File: src/hw/clk_cfg_defs.svh
// constants for the clock output configuration select block
`ifndef CLK_CFG_DEFS_SVH
`define CLK_CFG_DEFS_SVH
`define CFG_COUNT 4
`define OUT_COUNT 3
`define DRIVE_WIDTH 2
`define SS_DEV_WIDTH 5
`define SS_RATE_WIDTH 4
`define OUT_EN_POS 0
`define OUT_INV_POS 1
`define OUT_BYP_POS 2
`define OUT_DRV_POS 3
`define OUT_FIELD_WIDTH 5
`define CFG_DIFF_POS 15
`define CFG_SS_ON_POS 16
`define CFG_SS_DEV_POS 17
`define CFG_SS_RATE_POS 22
`define CFG_WIDTH 26
`define CFG_RESET 26'h0000000
`endif

File: src/hw/clk_cfg_pkg.sv
// types for the clock output configuration select block
`include "clk_cfg_defs.svh"
package clk_cfg_pkg;
	typedef logic [`CFG_WIDTH-1:0] cfg_word_type;
	typedef logic [1:0] cfg_sel_type;
	typedef enum logic [1:0] {
		st_down = 2'b00,
		st_blank = 2'b01,
		st_run = 2'b10
	} run_state_type;
endpackage

File: src/hw/out_gate_if.sv
// signals between the selector and the output gate
`timescale 1ns/1ps
interface out_gate_if;
	logic run;
	logic [2:0] gate_en;
	logic [2:0] hiz_idle;
	logic [2:0] clk_src;
	logic [2:0] clk_out;
	logic [2:0] clk_oe_n;
	modport ctrl (output run, output gate_en, output hiz_idle, output clk_src, input clk_out, input clk_oe_n);
	modport gate (input run, input gate_en, input hiz_idle, input clk_src, output clk_out, output clk_oe_n);
endinterface

File: src/hw/out_gate.sv
// per-output buffer gate with programmable idle level
`timescale 1ns/1ps
module out_gate (
	input wire sys_clk_in,
	input wire resetn_in,
	out_gate_if.gate g
);
	genvar i;
	generate
		for (i = 0; i < 3; i = i + 1) begin : g_out
			always_ff @(posedge sys_clk_in or negedge resetn_in) begin
				if (!resetn_in) begin
					g.clk_out[i] <= 1'b0;
					g.clk_oe_n[i] <= 1'b0;
				end else if (!g.run) begin
					g.clk_out[i] <= 1'b0; // RL9
					g.clk_oe_n[i] <= 1'b0;
				end else if (g.gate_en[i]) begin
					g.clk_out[i] <= g.clk_src[i];
					g.clk_oe_n[i] <= 1'b0;
				end else begin
					g.clk_out[i] <= 1'b0; // RL8
					g.clk_oe_n[i] <= g.hiz_idle[i];
				end
			end
		end
	endgenerate
endmodule

File: src/hw/clock_output_config_select.sv
// configuration select and output gating of a programmable clock generator
// How it works
// RL1 - two select pins pick the live configuration
// RL2 - four configuration slots held in storage
// RL3 - output runs when config bit and pin set
// RL4 - system waits for relock after changing select; the code switches to the new slot with no relock wait
// RL5 - each enable pin gates its own output
// RL6 - enable pins touch only the output gate
// RL7 - differential pair obeys only output one enable
// RL8 - disabled output idles high impedance or low
// RL9 - power down low holds reset, outputs low
// RL10 - power down input pulled down by default
// RL11 - power down high activates the device
// RL12 - blank device drives no usable clocks
// RL13 - any output may carry bypassed reference
// RL14 - spread modulates pll outputs, not bypassed ones
// RL15 - slot holds enable, invert, bypass, drive, spread
// RL16 - select values zero to three map ascending
`timescale 1ns/1ps
`include "clk_cfg_defs.svh"
module clock_output_config_select #(
	parameter int CFG_COUNT = `CFG_COUNT
) (
	input wire sys_clk_in,
	input wire resetn_in,
	input wire [1:0] cfg_sel_in,
	input wire [2:0] out_enable_pin_in,
	input wire power_down_n_in,
	input wire ref_clk_in,
	input wire [2:0] pll_clk_in,
	input wire [2:0] hiz_idle_in,
	input wire prog_we_in,
	input wire [1:0] prog_slot_in,
	input wire [`CFG_WIDTH-1:0] prog_data_in,
	output logic [2:0] clk_out,
	output logic [2:0] clk_oe_n_out,
	output logic [2:0] spread_apply_out,
	output logic [`SS_DEV_WIDTH-1:0] ss_dev_out,
	output logic [`SS_RATE_WIDTH-1:0] ss_rate_out,
	output logic [2*`DRIVE_WIDTH+`DRIVE_WIDTH-1:0] drive_out,
	output logic pll_run_out,
	output logic diff_mode_out
);
	// pin synchronisers
	logic [1:0] sel_m_q, sel_s_q;
	logic [2:0] oe_m_q, oe_s_q;
	logic pd_m_q, pd_s_q;
	logic [2:0] ref_m_q, ref_s_q;
	logic ref_m1_q, ref_s1_q;
	clk_cfg_pkg::cfg_word_type slot_q [CFG_COUNT];
	logic [CFG_COUNT-1:0] slot_valid_q;
	clk_cfg_pkg::run_state_type state_q, state_d;
	clk_cfg_pkg::cfg_word_type live;
	logic [2:0] gate_d;
	logic [2:0] src_d;
	out_gate_if gi ();

	// select and enable pins
	always_ff @(posedge sys_clk_in or negedge resetn_in) begin
		if (!resetn_in) begin
			sel_m_q <= 2'h0;
			sel_s_q <= 2'h0;
			oe_m_q <= 3'h0;
			oe_s_q <= 3'h0;
		end else begin
			sel_m_q <= cfg_sel_in;
			sel_s_q <= sel_m_q;
			oe_m_q <= out_enable_pin_in;
			oe_s_q <= oe_m_q;
		end
	end

	// power-down pin, seen as low while in reset
	always_ff @(posedge sys_clk_in or negedge resetn_in) begin
		if (!resetn_in) begin
			pd_m_q <= 1'b0; // RL10
			pd_s_q <= 1'b0;
		end else begin
			pd_m_q <= power_down_n_in;
			pd_s_q <= pd_m_q;
		end
	end

	// clock sources sampled as levels
	always_ff @(posedge sys_clk_in or negedge resetn_in) begin
		if (!resetn_in) begin
			ref_m_q <= 3'h0;
			ref_s_q <= 3'h0;
			ref_m1_q <= 1'b0;
			ref_s1_q <= 1'b0;
		end else begin
			ref_m_q <= pll_clk_in;
			ref_s_q <= ref_m_q;
			ref_m1_q <= ref_clk_in;
			ref_s1_q <= ref_m1_q;
		end
	end

	// configuration storage, one slot per select value
	always_ff @(posedge sys_clk_in or negedge resetn_in) begin
		if (!resetn_in) begin
			slot_valid_q <= '0; // RL12
		end else if (prog_we_in) begin
			slot_valid_q[prog_slot_in] <= 1'b1; // RL2
		end
	end

	always_ff @(posedge sys_clk_in) begin
		if (prog_we_in) begin
			slot_q[prog_slot_in] <= prog_data_in; // RL15
		end
	end

	// select value n addresses slot n, at any time
	assign live = slot_valid_q[sel_s_q] ? slot_q[sel_s_q] : `CFG_RESET; // RL1 RL16

	always_comb begin
		state_d = state_q;
		case (state_q)
			clk_cfg_pkg::st_down: if (pd_s_q) state_d = clk_cfg_pkg::st_blank; // RL11
			clk_cfg_pkg::st_blank: if (slot_valid_q[sel_s_q]) state_d = clk_cfg_pkg::st_run;
			clk_cfg_pkg::st_run: if (!slot_valid_q[sel_s_q]) state_d = clk_cfg_pkg::st_blank;
			default: state_d = clk_cfg_pkg::st_down;
		endcase
		if (!pd_s_q) state_d = clk_cfg_pkg::st_down; // RL9
	end

	always_ff @(posedge sys_clk_in or negedge resetn_in) begin
		if (!resetn_in) begin
			state_q <= clk_cfg_pkg::st_down;
		end else begin
			state_q <= state_d;
		end
	end

	genvar i;
	generate
		for (i = 0; i < 3; i = i + 1) begin : g_ch
			logic en_bit, byp, inv, pin;
			assign en_bit = live[i*`OUT_FIELD_WIDTH+`OUT_EN_POS];
			assign byp = live[i*`OUT_FIELD_WIDTH+`OUT_BYP_POS];
			assign inv = live[i*`OUT_FIELD_WIDTH+`OUT_INV_POS];
			// in differential mode output zero follows output one enable
			assign pin = (i == 0 && live[`CFG_DIFF_POS]) ? oe_s_q[1] : oe_s_q[i]; // RL7 RL5
			assign gate_d[i] = en_bit & pin; // RL3 RL6
			assign src_d[i] = (byp ? ref_s1_q : ref_s_q[i]) ^ inv; // RL13
			assign spread_apply_out[i] = (state_q == clk_cfg_pkg::st_run) & live[`CFG_SS_ON_POS] & ~byp; // RL14
			assign drive_out[i*`DRIVE_WIDTH +: `DRIVE_WIDTH] = live[i*`OUT_FIELD_WIDTH+`OUT_DRV_POS +: `DRIVE_WIDTH];

		end
	endgenerate

	assign gi.run = (state_q == clk_cfg_pkg::st_run);
	assign gi.gate_en = gate_d;
	assign gi.hiz_idle = hiz_idle_in; // RL8
	assign gi.clk_src = src_d;
	assign clk_out = gi.clk_out;
	assign clk_oe_n_out = gi.clk_oe_n;
	assign ss_dev_out = live[`CFG_SS_DEV_POS +: `SS_DEV_WIDTH];
	assign ss_rate_out = live[`CFG_SS_RATE_POS +: `SS_RATE_WIDTH];
	assign pll_run_out = (state_q == clk_cfg_pkg::st_run); // RL6
	assign diff_mode_out = live[`CFG_DIFF_POS];

	out_gate u_gate (
		.sys_clk_in(sys_clk_in),
		.resetn_in(resetn_in),
		.g(gi.gate)
	);
endmodule

File: config.mk
export PLATFORM = sky130hd
export DESIGN_NAME = clock_output_config_select
export DESIGN_NICKNAME = d
export VERILOG_FILES = /design/src/hw/clk_cfg_pkg.sv /design/src/hw/out_gate_if.sv /design/src/hw/out_gate.sv /design/src/hw/clock_output_config_select.sv
export VERILOG_INCLUDE_DIRS = /design/src /design/src/hw
export SDC_FILE = /design/constraint.sdc
export NUM_CORES = 1
export LEC_CHECK = 0
export BUFFER_PORTS_ARGS = -buffer_cell sky130_fd_sc_hd__buf_2
export CORE_ASPECT_RATIO = 1.75
export CORE_MARGIN = 2
export CORE_UTILIZATION = 35
export DETAILED_ROUTE_END_ITERATION = 8
export HOLD_SLACK_MARGIN = 0.15
export PLACE_DENSITY = 0.6
export SLEW_MARGIN = 20
export SYNTH_ARGS = -nofsm -noshare
export SYNTH_HDL_FRONTEND = slang
export SYNTH_SLANG_ARGS = --single-unit
File: constraint.sdc
create_clock -name sys_clk_in -period 1.7 [get_ports sys_clk_in]
set_clock_uncertainty 0.1 [all_clocks]
set_input_delay 0.255 -clock sys_clk_in [delete_from_list [all_inputs] [get_ports sys_clk_in]]
set_output_delay 0.255 -clock sys_clk_in [all_outputs]
set_load 0.05 [all_outputs]
==> metrics.cfg, run 1 <==
[clock_tree]
htreeDepth=4
clock_latency_ns=0.40
cts.clk_slew.worst_paths_ns=0.06
cts.sinks=136
clockBufferDepth=2
cts_buffers=17
cts_tree=yes
cts-root-buf=clkbuf_16

[die]
num_rows=57
die_h_um=162
dieArea_mm2=0.0153
boundaryPins=70
initial_utilization_pct=36.0
core_area_mm2=0.0139
die_x_um=94.4

[cells_and_area]
num-nets-final=424
mostFrequentLayoutCell=edfxtp_1
fin_area_mm2=0.00703
n_antenna_cell=0
final_cell_mix=edfxtp_1, buf_2, dlygate4sd3_1
area_growth_pct=40.3
layoutNonFillerInstCount=570
drive_gt1_share_pct=48.3

[detailed_routing]
vias=2686
wire_per_inst_um=16.7
drt_pass1_iterations=4
drtAntennaViolNets=0
totalWireLength_um=9520
drtIter0Drc=131
drc=0
routed_via_density=4.71

[power_and_ir_drop]
pwr-share-seq_pct=44.9
p_int_mw=6.62
pwr-share-comb_pct=10.1
vdd_ir_drop_max_mv=0.525
swShare_pct=21.9
total_power_mw=8.48
p_clk_share_pct=45.0
p_leak_nw=2.63
power.switching_mw=1.86
power_density_mw_per_mm2=1210

[sta]
finalWorstSetupSlack_ns=-0.591
finalHoldViolCount=0
setup_viol=23
final.min_clock_period_ns=2.29
rsz0062_at_grt=yes
max_slew_margin_pct=52.8
slew_viol_final=0
worst_slew_pin_slew_ns=0.708
fmax_mhz=437
post-route-period-util_pct=135

[worst_hold_path]
hold_class=flip-flop to flip-flop
holdCritStartpoint=pd_m_q

[worst_setup_path]
r2r_slack_ns=-0.28
setup.worst_path.class=flip-flop to output pin
worstPathRequired_ns=1.34
cp.arrival_ns=1.94
start_kind=flip-flop
critPathSlowestCell=mux4_2
crit_path_start=sel_s_q[0]
r2r-start=sel_s_q[0]
crit_chain=mux4_2, buf_4, and2_4, buf_4
worstPathMaxFanout=8
cpPeakStageDelay_ns=0.56
critPathMostFrequentCell=buf_4
end_kind=output pin

[placement]
hpwl_um=6020
dp_slack_ns=-0.221
dpl_cell_area_mm2=0.00586
port_buffers=69
place_congestion=0.729
placedCellCount=495

[synthesis]
syn-num-nets=282
syn-instance-count=238
ys_seq_elements=136
yosys_warnings=0
synth-main-ff-cell=edfxtp_1
async_flop_share_pct=23.5
yosysSeqAreaShare_pct=78.3
syn_area_mm2=0.00501
avgSynthCellArea_um2=21.0
synth_edf_count=104
synth_cell_types=31

[outcome]
status=finished with violations
violations=setup timing

[global_route]
grt_pass1_wl_um=15300
grt_max_degree=33
grt_pass1_vias=2989
grt-ovfl-total=0
track_usage_pct=13.7
antenna_found_initial=0

[run]
maxCapViolCount=0

path summary, 6_finish.rpt:
kind,to,cells past startpoint
worst max-delay path,ss_dev_out[0],4
worst min-delay path,pd_s_q,0
worst max register to register,u_gate.g.clk_out[1],6
worst min register to register,pd_s_q,0
max in group asynchronous,sel_s_q[0],2
min in group asynchronous,ref_s_q[2],2
cell families (layout without fill, tap and decap cells):
| group | after synthesis | count (layout) | synth area share [%] |
|---|---|---|---|
| flops | 136 | 136 | 78.3 |
| simple gates | 49 | 49 | 5.62 |
| mux | 32 | 32 | 13.5 |
| compound gates | 11 | 11 | 1.32 |
| buf+inv | 9 | 164 | 1.07 |
| xor+xnor | 1 | 1 | 0.175 |
worst max-delay path, delay by kind of cell, from the launching register on:
family	cells	cell delay (ns)
and+or+nand+nor	1	0.15
muxes	1	0.56
buffers and inverters	2	0.38
DFF	1	0.44
timing repair:
action / 4_1_cts / 5_1_grt
setup endpoints to repair: 25 / 26
hold buffers: 40 / 0
gates resized for setup: 25 / 15
hold endpoints to repair: 149 / 0
pin swaps: 1 / 3
buffers inserted: 3 / 1
Yosys cell counts, drive strengths merged, types with 2 or more instances:
library cell	instances	area share, %
nor3	2	0.20
or2	4	0.50
nand3	2	0.20
edfxtp	104	62
nor2	6	0.45
clkbuf	3	0.22
and2	16	2.0
a31oi	3	0.37
mux2i	3	0.60
buf	6	0.85
mux2	2	0.52
nor2b	2	0.25
dfrtp	32	16
o21a	2	0.30
o21ai	3	0.30
and3	2	0.35
nand2	10	0.75
mux4	27	12
a21oi	2	0.20
metal layers:
metal  routed length (µm)  vias to the layer above  GRT usage [%]
met5                    0                        -              0
met4                  187                        0           5.53
met3                  364                       17           3.85
met2                 5330                       70           24.8
met1                 3640                     1371           14.8
li1                     -                     1228              -
metrics by stage:
stage	hold WS (ns)	setup TNS [ns]	util, %
3_3_place_gp	0.233	-3.80	42.1
2_1_floorplan	-0.141	-1.65	-
3_5_place_dp	0.239	-4.19	42.1
5_1_grt	0.255	-13.26	50.6
4_1_cts	0.252	-12.17	50.1
6_report	0.249	-11.66	50.6
cell type report:
cell class	instances	area, µm²
clock inverters	14	196
clock buffers	18	429
well taps	177	221
flip-flops and latches	136	3930
repair buffers	132	1090
multi-input cells	93	1160
fillers	1128	6880
power groups by stage:
stage	clock, mW	combinational (mW)	sequential, mW
2_1_floorplan	0	0.468	3.88
6_report	3.82	0.858	3.81
3_3_place_gp	0	0.734	3.86
3_5_place_dp	0	0.741	3.87
5_1_grt	4.04	0.920	3.82
4_1_cts	3.90	0.862	3.81
flip-flops by register name (all words and copies together) (netlist names):
name               count
pd_s_q                 1
pd_m_q                 1
slot_q               104
sel_s_q                2
oe_m_q                 3
ref_s1_q               1
state_q                2
ref_s_q                3
ref_m_q                3
sel_m_q                2
u_gate.g.clk_oe_n      3
u_gate.g.clk_out       3
slot_valid_q           4
oe_s_q                 3
ref_m1_q               1
(Power assumes the default switching activity.)
==> run 2: changes to the inputs <==
--- a/config.mk
+++ b/config.mk
@@ -12,7 +12,7 @@
 export CORE_UTILIZATION = 35
 export DETAILED_ROUTE_END_ITERATION = 8
 export HOLD_SLACK_MARGIN = 0.15
-export PLACE_DENSITY = 0.6
+export PLACE_DENSITY = 0.58
 export SLEW_MARGIN = 20
 export SYNTH_ARGS = -nofsm -noshare
 export SYNTH_HDL_FRONTEND = slang
==> constraint.sdc (replaced) <==
create_clock -name sys_clk_in -period 2.3 [get_ports sys_clk_in]
set_clock_uncertainty 0.1 [all_clocks]
set_input_delay 0.345 -clock sys_clk_in [delete_from_list [all_inputs] [get_ports sys_clk_in]]
set_output_delay 0.345 -clock sys_clk_in [all_outputs]
set_load 0.05 [all_outputs]
==> metrics.cfg, run 2 (synthesized netlist as in run 1, its figures left out) <==
[outcome]
status=finished with violations
violations=setup timing

[power_and_ir_drop]
vdd_ir_drop_max_mv=0.447  ; -15%
swShare_pct=21.2  ; -0.73 points
p_clk_share_pct=45.3  ; +0.3 points
p_leak_nw=2.66  ; +1.5%
total_power_mw=6.35  ; -25%
pwr-share-seq_pct=44.3  ; -0.6 points
power.switching_mw=1.35  ; -28%
power_density_mw_per_mm2=899  ; -26%
p_int_mw=5.00  ; -24%
pwr-share-comb_pct=10.4  ; +0.3 points

[worst_setup_path]
worstPathMaxFanout=7  ; -1
worstPathRequired_ns=1.86  ; +0.52 ns
end_kind=output pin
r2r-end=u_gate.g.clk_out[1]
setup.worst_path.class=flip-flop to output pin
reg2reg_depth=7  ; +1
r2r-start=sel_s_q[0]
cp.arrival_ns=1.96  ; +0.02 ns
start_kind=flip-flop
r2r_slack_ns=0.15  ; +0.43 ns

[cells_and_area]
num-nets-final=426  ; +0.47%
layoutNonFillerInstCount=571  ; +0.18%
n_antenna_cell=0  ; unchanged
drive_gt1_share_pct=46.4  ; -1.9 points
largest-register=slot_q
reg_top3=slot_q x104, slot_valid_q x4
largest_register_ffs=104  ; unchanged
mostFrequentLayoutCell=edfxtp_1
final_cell_mix=edfxtp_1, buf_2, dlygate4sd3_1
area_growth_pct=41.0

[global_route]
track_usage_pct=14.8  ; +1.1 points
grt_pass1_vias=2962  ; -0.90%
grt_max_degree=33  ; unchanged
grt_pass1_wl_um=16100  ; +5.1%
grt-ovfl-total=0  ; unchanged
antenna_found_initial=0  ; unchanged

[sta]
rsz0062_at_grt=yes
fmax_mhz=415
fin_hold_ws_ns=0.245  ; -0.00403 ns
max_slew_margin_pct=50.8  ; -2.0 points
final.min_clock_period_ns=2.41
finalHoldViolCount=0  ; unchanged
finalWorstSetupSlack_ns=-0.110  ; +0.481 ns
worst_slew_pin_slew_ns=0.737  ; +0.0294 ns
tns_ns=-1.77  ; +9.89 ns
slew_viol_final=0  ; unchanged
setup_viol=19  ; -17%
post-route-period-util_pct=105

[clock_tree]
cts-root-buf=clkbuf_16
clock_latency_ns=0.40  ; about the same
cts_tree=yes
clockBufferDepth=2  ; unchanged
cts.clk_slew.worst_paths_ns=0.05  ; about the same
cts.sinks=136  ; unchanged
htreeDepth=4  ; unchanged
cts_buffers=17  ; unchanged

[placement]
port_buffers=69  ; unchanged
hpwl_um=6080  ; +1.0%
placedCellCount=487  ; -1.6%
dp_slack_ns=0.206  ; +0.427 ns
place_congestion=0.741  ; +1.6%

[detailed_routing]
totalWireLength_um=10300  ; +7.7%
drc=0  ; unchanged
routed_via_density=4.74  ; +0.64%
drtAntennaViolNets=0  ; unchanged
vias=2708  ; +0.82%
drt_pass1_iterations=4  ; unchanged
wire_per_inst_um=18.0  ; +7.5%
drtIter0Drc=124  ; -5.3%

[die]
core_area_mm2=0.0139  ; unchanged
dieArea_mm2=0.0153  ; unchanged
initial_utilization_pct=36.0  ; unchanged
num_rows=57  ; unchanged
boundaryPins=70  ; unchanged
die_h_um=162  ; unchanged
die_x_um=94.4  ; unchanged

[worst_hold_path]
hold_depth=0  ; unchanged
whs_endpoint=sel_s_q[0]
holdCritStartpoint=sel_m_q[0]
hold_class=flip-flop to flip-flop

[run]
maxCapViolCount=0  ; unchanged

-- run 2: power groups by stage --
| stage | combinational (mW) | sequential [mW] | clock, mW |
|---|---|---|---|
| final | 0.662 | 2.81 | 2.87 |
| after global routing | 0.705 | 2.82 | 3.04 |
| after CTS | 0.665 | 2.81 | 2.94 |
| after detailed placement | 0.498 | 2.86 | 0 |
| after global placement | 0.492 | 2.86 | 0 |
| after floorplan | 0.304 | 2.87 | 0 |
-- run 2: final cells by class --
class	instances	area, µm²
clock inverters	13	203
repair buffers	134	1150
flip-flops and latches	136	3930
multi-input cells	93	1130
clock buffers	18	429
fillers	1145	6850
well taps	177	221
-- run 2: routing by layer --
| metal | global-route usage, % | wire length (µm) |
|---|---|---|
| met1 | 15.9 | 3750 |
| met2 | 26.3 | 5840 |
| met3 | 3.62 | 400 |
| met4 | 7.84 | 259 |
| met5 | 0 | 0 |
-- run 2: worst max-delay path by stage --
stage                    start             endpoint  slack, ns  cells after the start
floorplan           state_q[0]  spread_apply_out[0]      -0.12                      4
global placement    sel_s_q[0]  spread_apply_out[2]       0.22                      4
detailed placement  sel_s_q[0]  spread_apply_out[2]       0.21                      4
CTS                 sel_s_q[0]        ss_dev_out[1]      -0.13                      6
global route        sel_s_q[0]        ss_dev_out[3]      -0.18                      5
finish              sel_s_q[0]        ss_dev_out[4]      -0.11                      5
-- run 2: repair_timing --
item | CTS | global route
setup buffers | 10 | 1
hold buffers | 40 | 0
endpoints found under the setup margin | 19 | 20
endpoints found under the hold margin | 149 | 0
pin swaps | 0 | 1
resized for setup | 68 | 6
gates cloned | 4 | 0
-- run 2: stage by stage --
stage / area (µm²) / util, %
after floorplan: 5010 / -
after global placement: 5660 / 40.7
after detailed placement: 5660 / 40.7
after CTS: 7050 / 50.7
after global routing: 7060 / 50.8
final: 7060 / 50.8
-- run 2: critical path, stage by stage (launching register included) --
cell and delay (ns):
dfrtp_2 0.37, buf_6 0.13, mux4_2 0.60, buf_8 0.19
and2_4 0.13, buf_6 0.14
==> run 3: changes to the inputs <==
--- a/config.mk
+++ b/config.mk
@@ -9,11 +9,12 @@
 export BUFFER_PORTS_ARGS = -buffer_cell sky130_fd_sc_hd__buf_2
 export CORE_ASPECT_RATIO = 1.75
 export CORE_MARGIN = 2
-export CORE_UTILIZATION = 35
+export CORE_UTILIZATION = 30
 export DETAILED_ROUTE_END_ITERATION = 8
 export HOLD_SLACK_MARGIN = 0.15
-export PLACE_DENSITY = 0.58
+export PLACE_DENSITY = 0.52
 export SLEW_MARGIN = 20
 export SYNTH_ARGS = -nofsm -noshare
 export SYNTH_HDL_FRONTEND = slang
+export SYNTH_HIERARCHICAL = 1
 export SYNTH_SLANG_ARGS = --single-unit
==> metrics.cfg, run 3 <==
[outcome]
status=finished with violations
violations=setup timing

[sta]
finalWorstSetupSlack_ns=-0.0969  ; +0.0127 ns
fmax_mhz=417  ; +0.53%
max_slew_margin_pct=48.3  ; -2.5 points
tns_ns=-1.36  ; +0.418 ns
rsz0062_at_grt=yes
final.min_clock_period_ns=2.40  ; -0.0127 ns
worst_slew_pin_slew_ns=0.775  ; +0.0376 ns
setup_viol=19  ; unchanged
fin_hold_ws_ns=0.248  ; +0.00349 ns
finalHoldViolCount=0  ; unchanged
post-route-period-util_pct=104  ; -0.55 points
slew_viol_final=0  ; unchanged

[clock_tree]
cts.clk_slew.worst_paths_ns=0.06  ; about the same
cts_tree=yes
clock_latency_ns=0.41  ; about the same
clockBufferDepth=2  ; unchanged
cts_buffers=17  ; unchanged
cts-root-buf=clkbuf_16
cts.sinks=136  ; unchanged
htreeDepth=4  ; unchanged

[worst_setup_path]
crit_family=multiplexers
cpPeakStageDelay_ns=0.52  ; -0.08 ns
r2r_slack_ns=0.14  ; about the same
r2r-start=sel_s_q[0]
r2r-end=u_gate/g.clk_out[0]
worstPathMaxFanout=4  ; -3
end_kind=output pin
cp.arrival_ns=1.95  ; about the same
worst-path-buf-inv=2  ; -1
reg2reg_depth=7  ; unchanged
critPathSlowestCell=mux4_2
worstPathRequired_ns=1.86  ; about the same
setup.worst_path.class=flip-flop to output pin
start_kind=flip-flop
crit_chain=buf_12, mux4_2, nand3_2, nor2_1, buf_4

[cells_and_area]
area_growth_pct=39.8
multi_input_area_mm2=0.00113  ; -0.44%
final_cell_mix=edfxtp_1, buf_2, dlygate4sd3_1
drive_gt1_share_pct=45.2  ; -1.2 points
mostFrequentLayoutCell=edfxtp_1
final_core_util_pct=42.8  ; -7.9 points
layoutNonFillerInstCount=611  ; +7.0%
reg_top3=slot_q x104, slot_valid_q x4
n_antenna_cell=0  ; unchanged
ff_latch_area_mm2=0.00393  ; unchanged
largest_register_ffs=104  ; unchanged
fill_cells=1536  ; +34%
largest-register=slot_q
num-nets-final=419  ; -1.6%
fin_area_mm2=0.00705  ; -0.21%

[global_route]
track_usage_pct=12.9  ; -1.9 points
grt_pass1_vias=3039  ; +2.6%
grt_pass1_wl_um=16500  ; +2.6%
antenna_found_initial=0  ; unchanged
grt_max_degree=33  ; unchanged
grt-ovfl-total=0  ; unchanged

[placement]
dp_slack_ns=0.195  ; -0.0116 ns
place_congestion=0.667  ; -10%
hpwl_um=6410  ; +5.6%
port_buffers=69  ; unchanged
dpl_cell_area_mm2=0.00578  ; +2.2%
placedCellCount=532  ; +9.2%

[run]
maxCapViolCount=0  ; unchanged

[synthesis]
yosys_warnings=6  ; +6
synth_area_leaders=edfxtp_1, dfrtp_1, mux4_2
yosysSeqAreaShare_pct=77.8  ; -0.51 points
ys_top_cells_by_count=edfxtp_1, dfrtp_1, mux4_2, and2_1, and3_1
syn-num-nets=280  ; -0.71%
syn-instance-count=236  ; -0.84%
async_flop_share_pct=23.5  ; unchanged
synth_top_cell_by_area=edfxtp_1
ys_seq_elements=136  ; unchanged
synth-main-ff-cell=edfxtp_1
synth_cell_types=26  ; -16%
synth.most_common_cell=edfxtp_1
synth.top_cell.area_share_pct=61.9  ; -0.40 points
avgSynthCellArea_um2=21.4  ; +1.5%
syn_area_mm2=0.00504  ; +0.65%
synth_edf_count=104  ; unchanged

[worst_hold_path]
holdCritStartpoint=ref_m_q[2]
hold_depth=0  ; unchanged
hold_class=flip-flop to flip-flop
whs_endpoint=ref_s_q[2]

[power_and_ir_drop]
total_power_mw=6.19  ; -2.4%
pwr-share-seq_pct=45.6  ; +1.3 points
power_density_mw_per_mm2=879  ; -2.2%
p_clk_share_pct=43.3  ; -2.0 points
vdd_ir_drop_max_mv=0.324  ; -27%
p_leak_nw=2.68  ; +0.60%
p_int_mw=4.80  ; -4.0%
swShare_pct=22.5  ; +1.2 points
power.switching_mw=1.39  ; +3.3%
pwr-share-comb_pct=11.2  ; +0.8 points

[detailed_routing]
vias=2652  ; -2.1%
drtIter0Drc=119  ; -4.0%
routed_via_density=4.34  ; -8.5%
drtAntennaViolNets=0  ; unchanged
totalWireLength_um=10500  ; +2.5%
drt_pass1_iterations=4  ; unchanged
drc=0  ; unchanged
wire_per_inst_um=17.2  ; -4.2%

[die]
die_h_um=176  ; +8.2%
boundaryPins=70  ; unchanged
die_x_um=102  ; +8.0%
num_rows=62  ; +8.8%
dieArea_mm2=0.0179  ; +17%
initial_utilization_pct=30.7  ; -5.4 points
core_area_mm2=0.0164  ; +18%

==> run 3: cell count changes after synthesis, sizes merged, moves of 2 or more <==
cell / previous run / this run
o211ai: 0 / 3
nand4b: 0 / 3
nor3: 2 / 0
and3: 2 / 7
a31oi: 3 / 0
nand3: 2 / 4
mux2: 2 / 0
nand2: 10 / 5
and3b: 1 / 4
==> run 3: power groups by stage <==
stage	logic, mW	clock network (mW)	registers (mW)
detailed placement	0.547	0	2.87
floorplan	0.324	0	2.88
global route	0.734	2.83	2.84
CTS	0.694	2.73	2.83
global placement	0.542	0	2.87
finish	0.691	2.68	2.82
==> run 3: cells by family after synthesis <==
family / count (synthesis) / synth area share, %
flip-flops: 136 / 77.8
AND/OR/NAND/NOR: 51 / 6.35
AO/OA/AOI/OAI: 8 / 1.29
buffers and inverters: 9 / 1.29
multiplexers: 31 / 13.1
XOR/XNOR: 1 / 0.174
==> run 3: area by class of cell <==
| cell class | count | share of cell area (%) |
|---|---|---|
| clock buffers | 19 | 6.14 |
| repair buffers | 129 | 16.0 |
| flip-flops and latches | 136 | 55.7 |
| clock inverters | 12 | 2.18 |
| multi-input cells | 91 | 16.0 |
| well taps | 224 | 3.98 |
==> run 3: worst max-delay path by stage <==
stage,endpoint,from,cells after the start
floorplan,spread_apply_out[1],state_q[0],3
global placement,diff_mode_out,sel_s_q[0],4
detailed placement,spread_apply_out[0],sel_s_q[0],4
CTS,ss_dev_out[2],sel_s_q[0],5
global route,ss_dev_out[2],sel_s_q[0],5
finish,spread_apply_out[2],sel_s_q[0],5
==> run 3: worst register-to-register path, delay by kind of cell, from the launching register on <==
kind	cells	cell delay, ns
AO/OA/AOI/OAI	1	0.15
AND/OR/NAND/NOR	2	0.28
flip-flops	1	0.45
buffers and inverters	3	0.47
multiplexers	1	0.59
==> run 3: what timing repair did <==
item | in CTS | in global routing
pin swaps | 6 | 2
setup endpoints to repair | 19 | 19
hold buffers | 40 | 0
setup buffers | 5 | 2
hold endpoints to repair | 149 | 0
cloned | 1 | 0
gates resized for setup | 56 | 5
==> run 3: metal layers <==
metal / up-vias / GRT usage, % / wire length (µm) / part of all wire [%]
li1: 1223 / - / - / -
met1: 1360 / 14.3 / 4040 / 38
met2: 56 / 22.7 / 5930 / 56
met3: 13 / 3.02 / 326 / 3.1
met4: 0 / 6.17 / 209 / 2.0
met5: - / 0 / 0 / 0
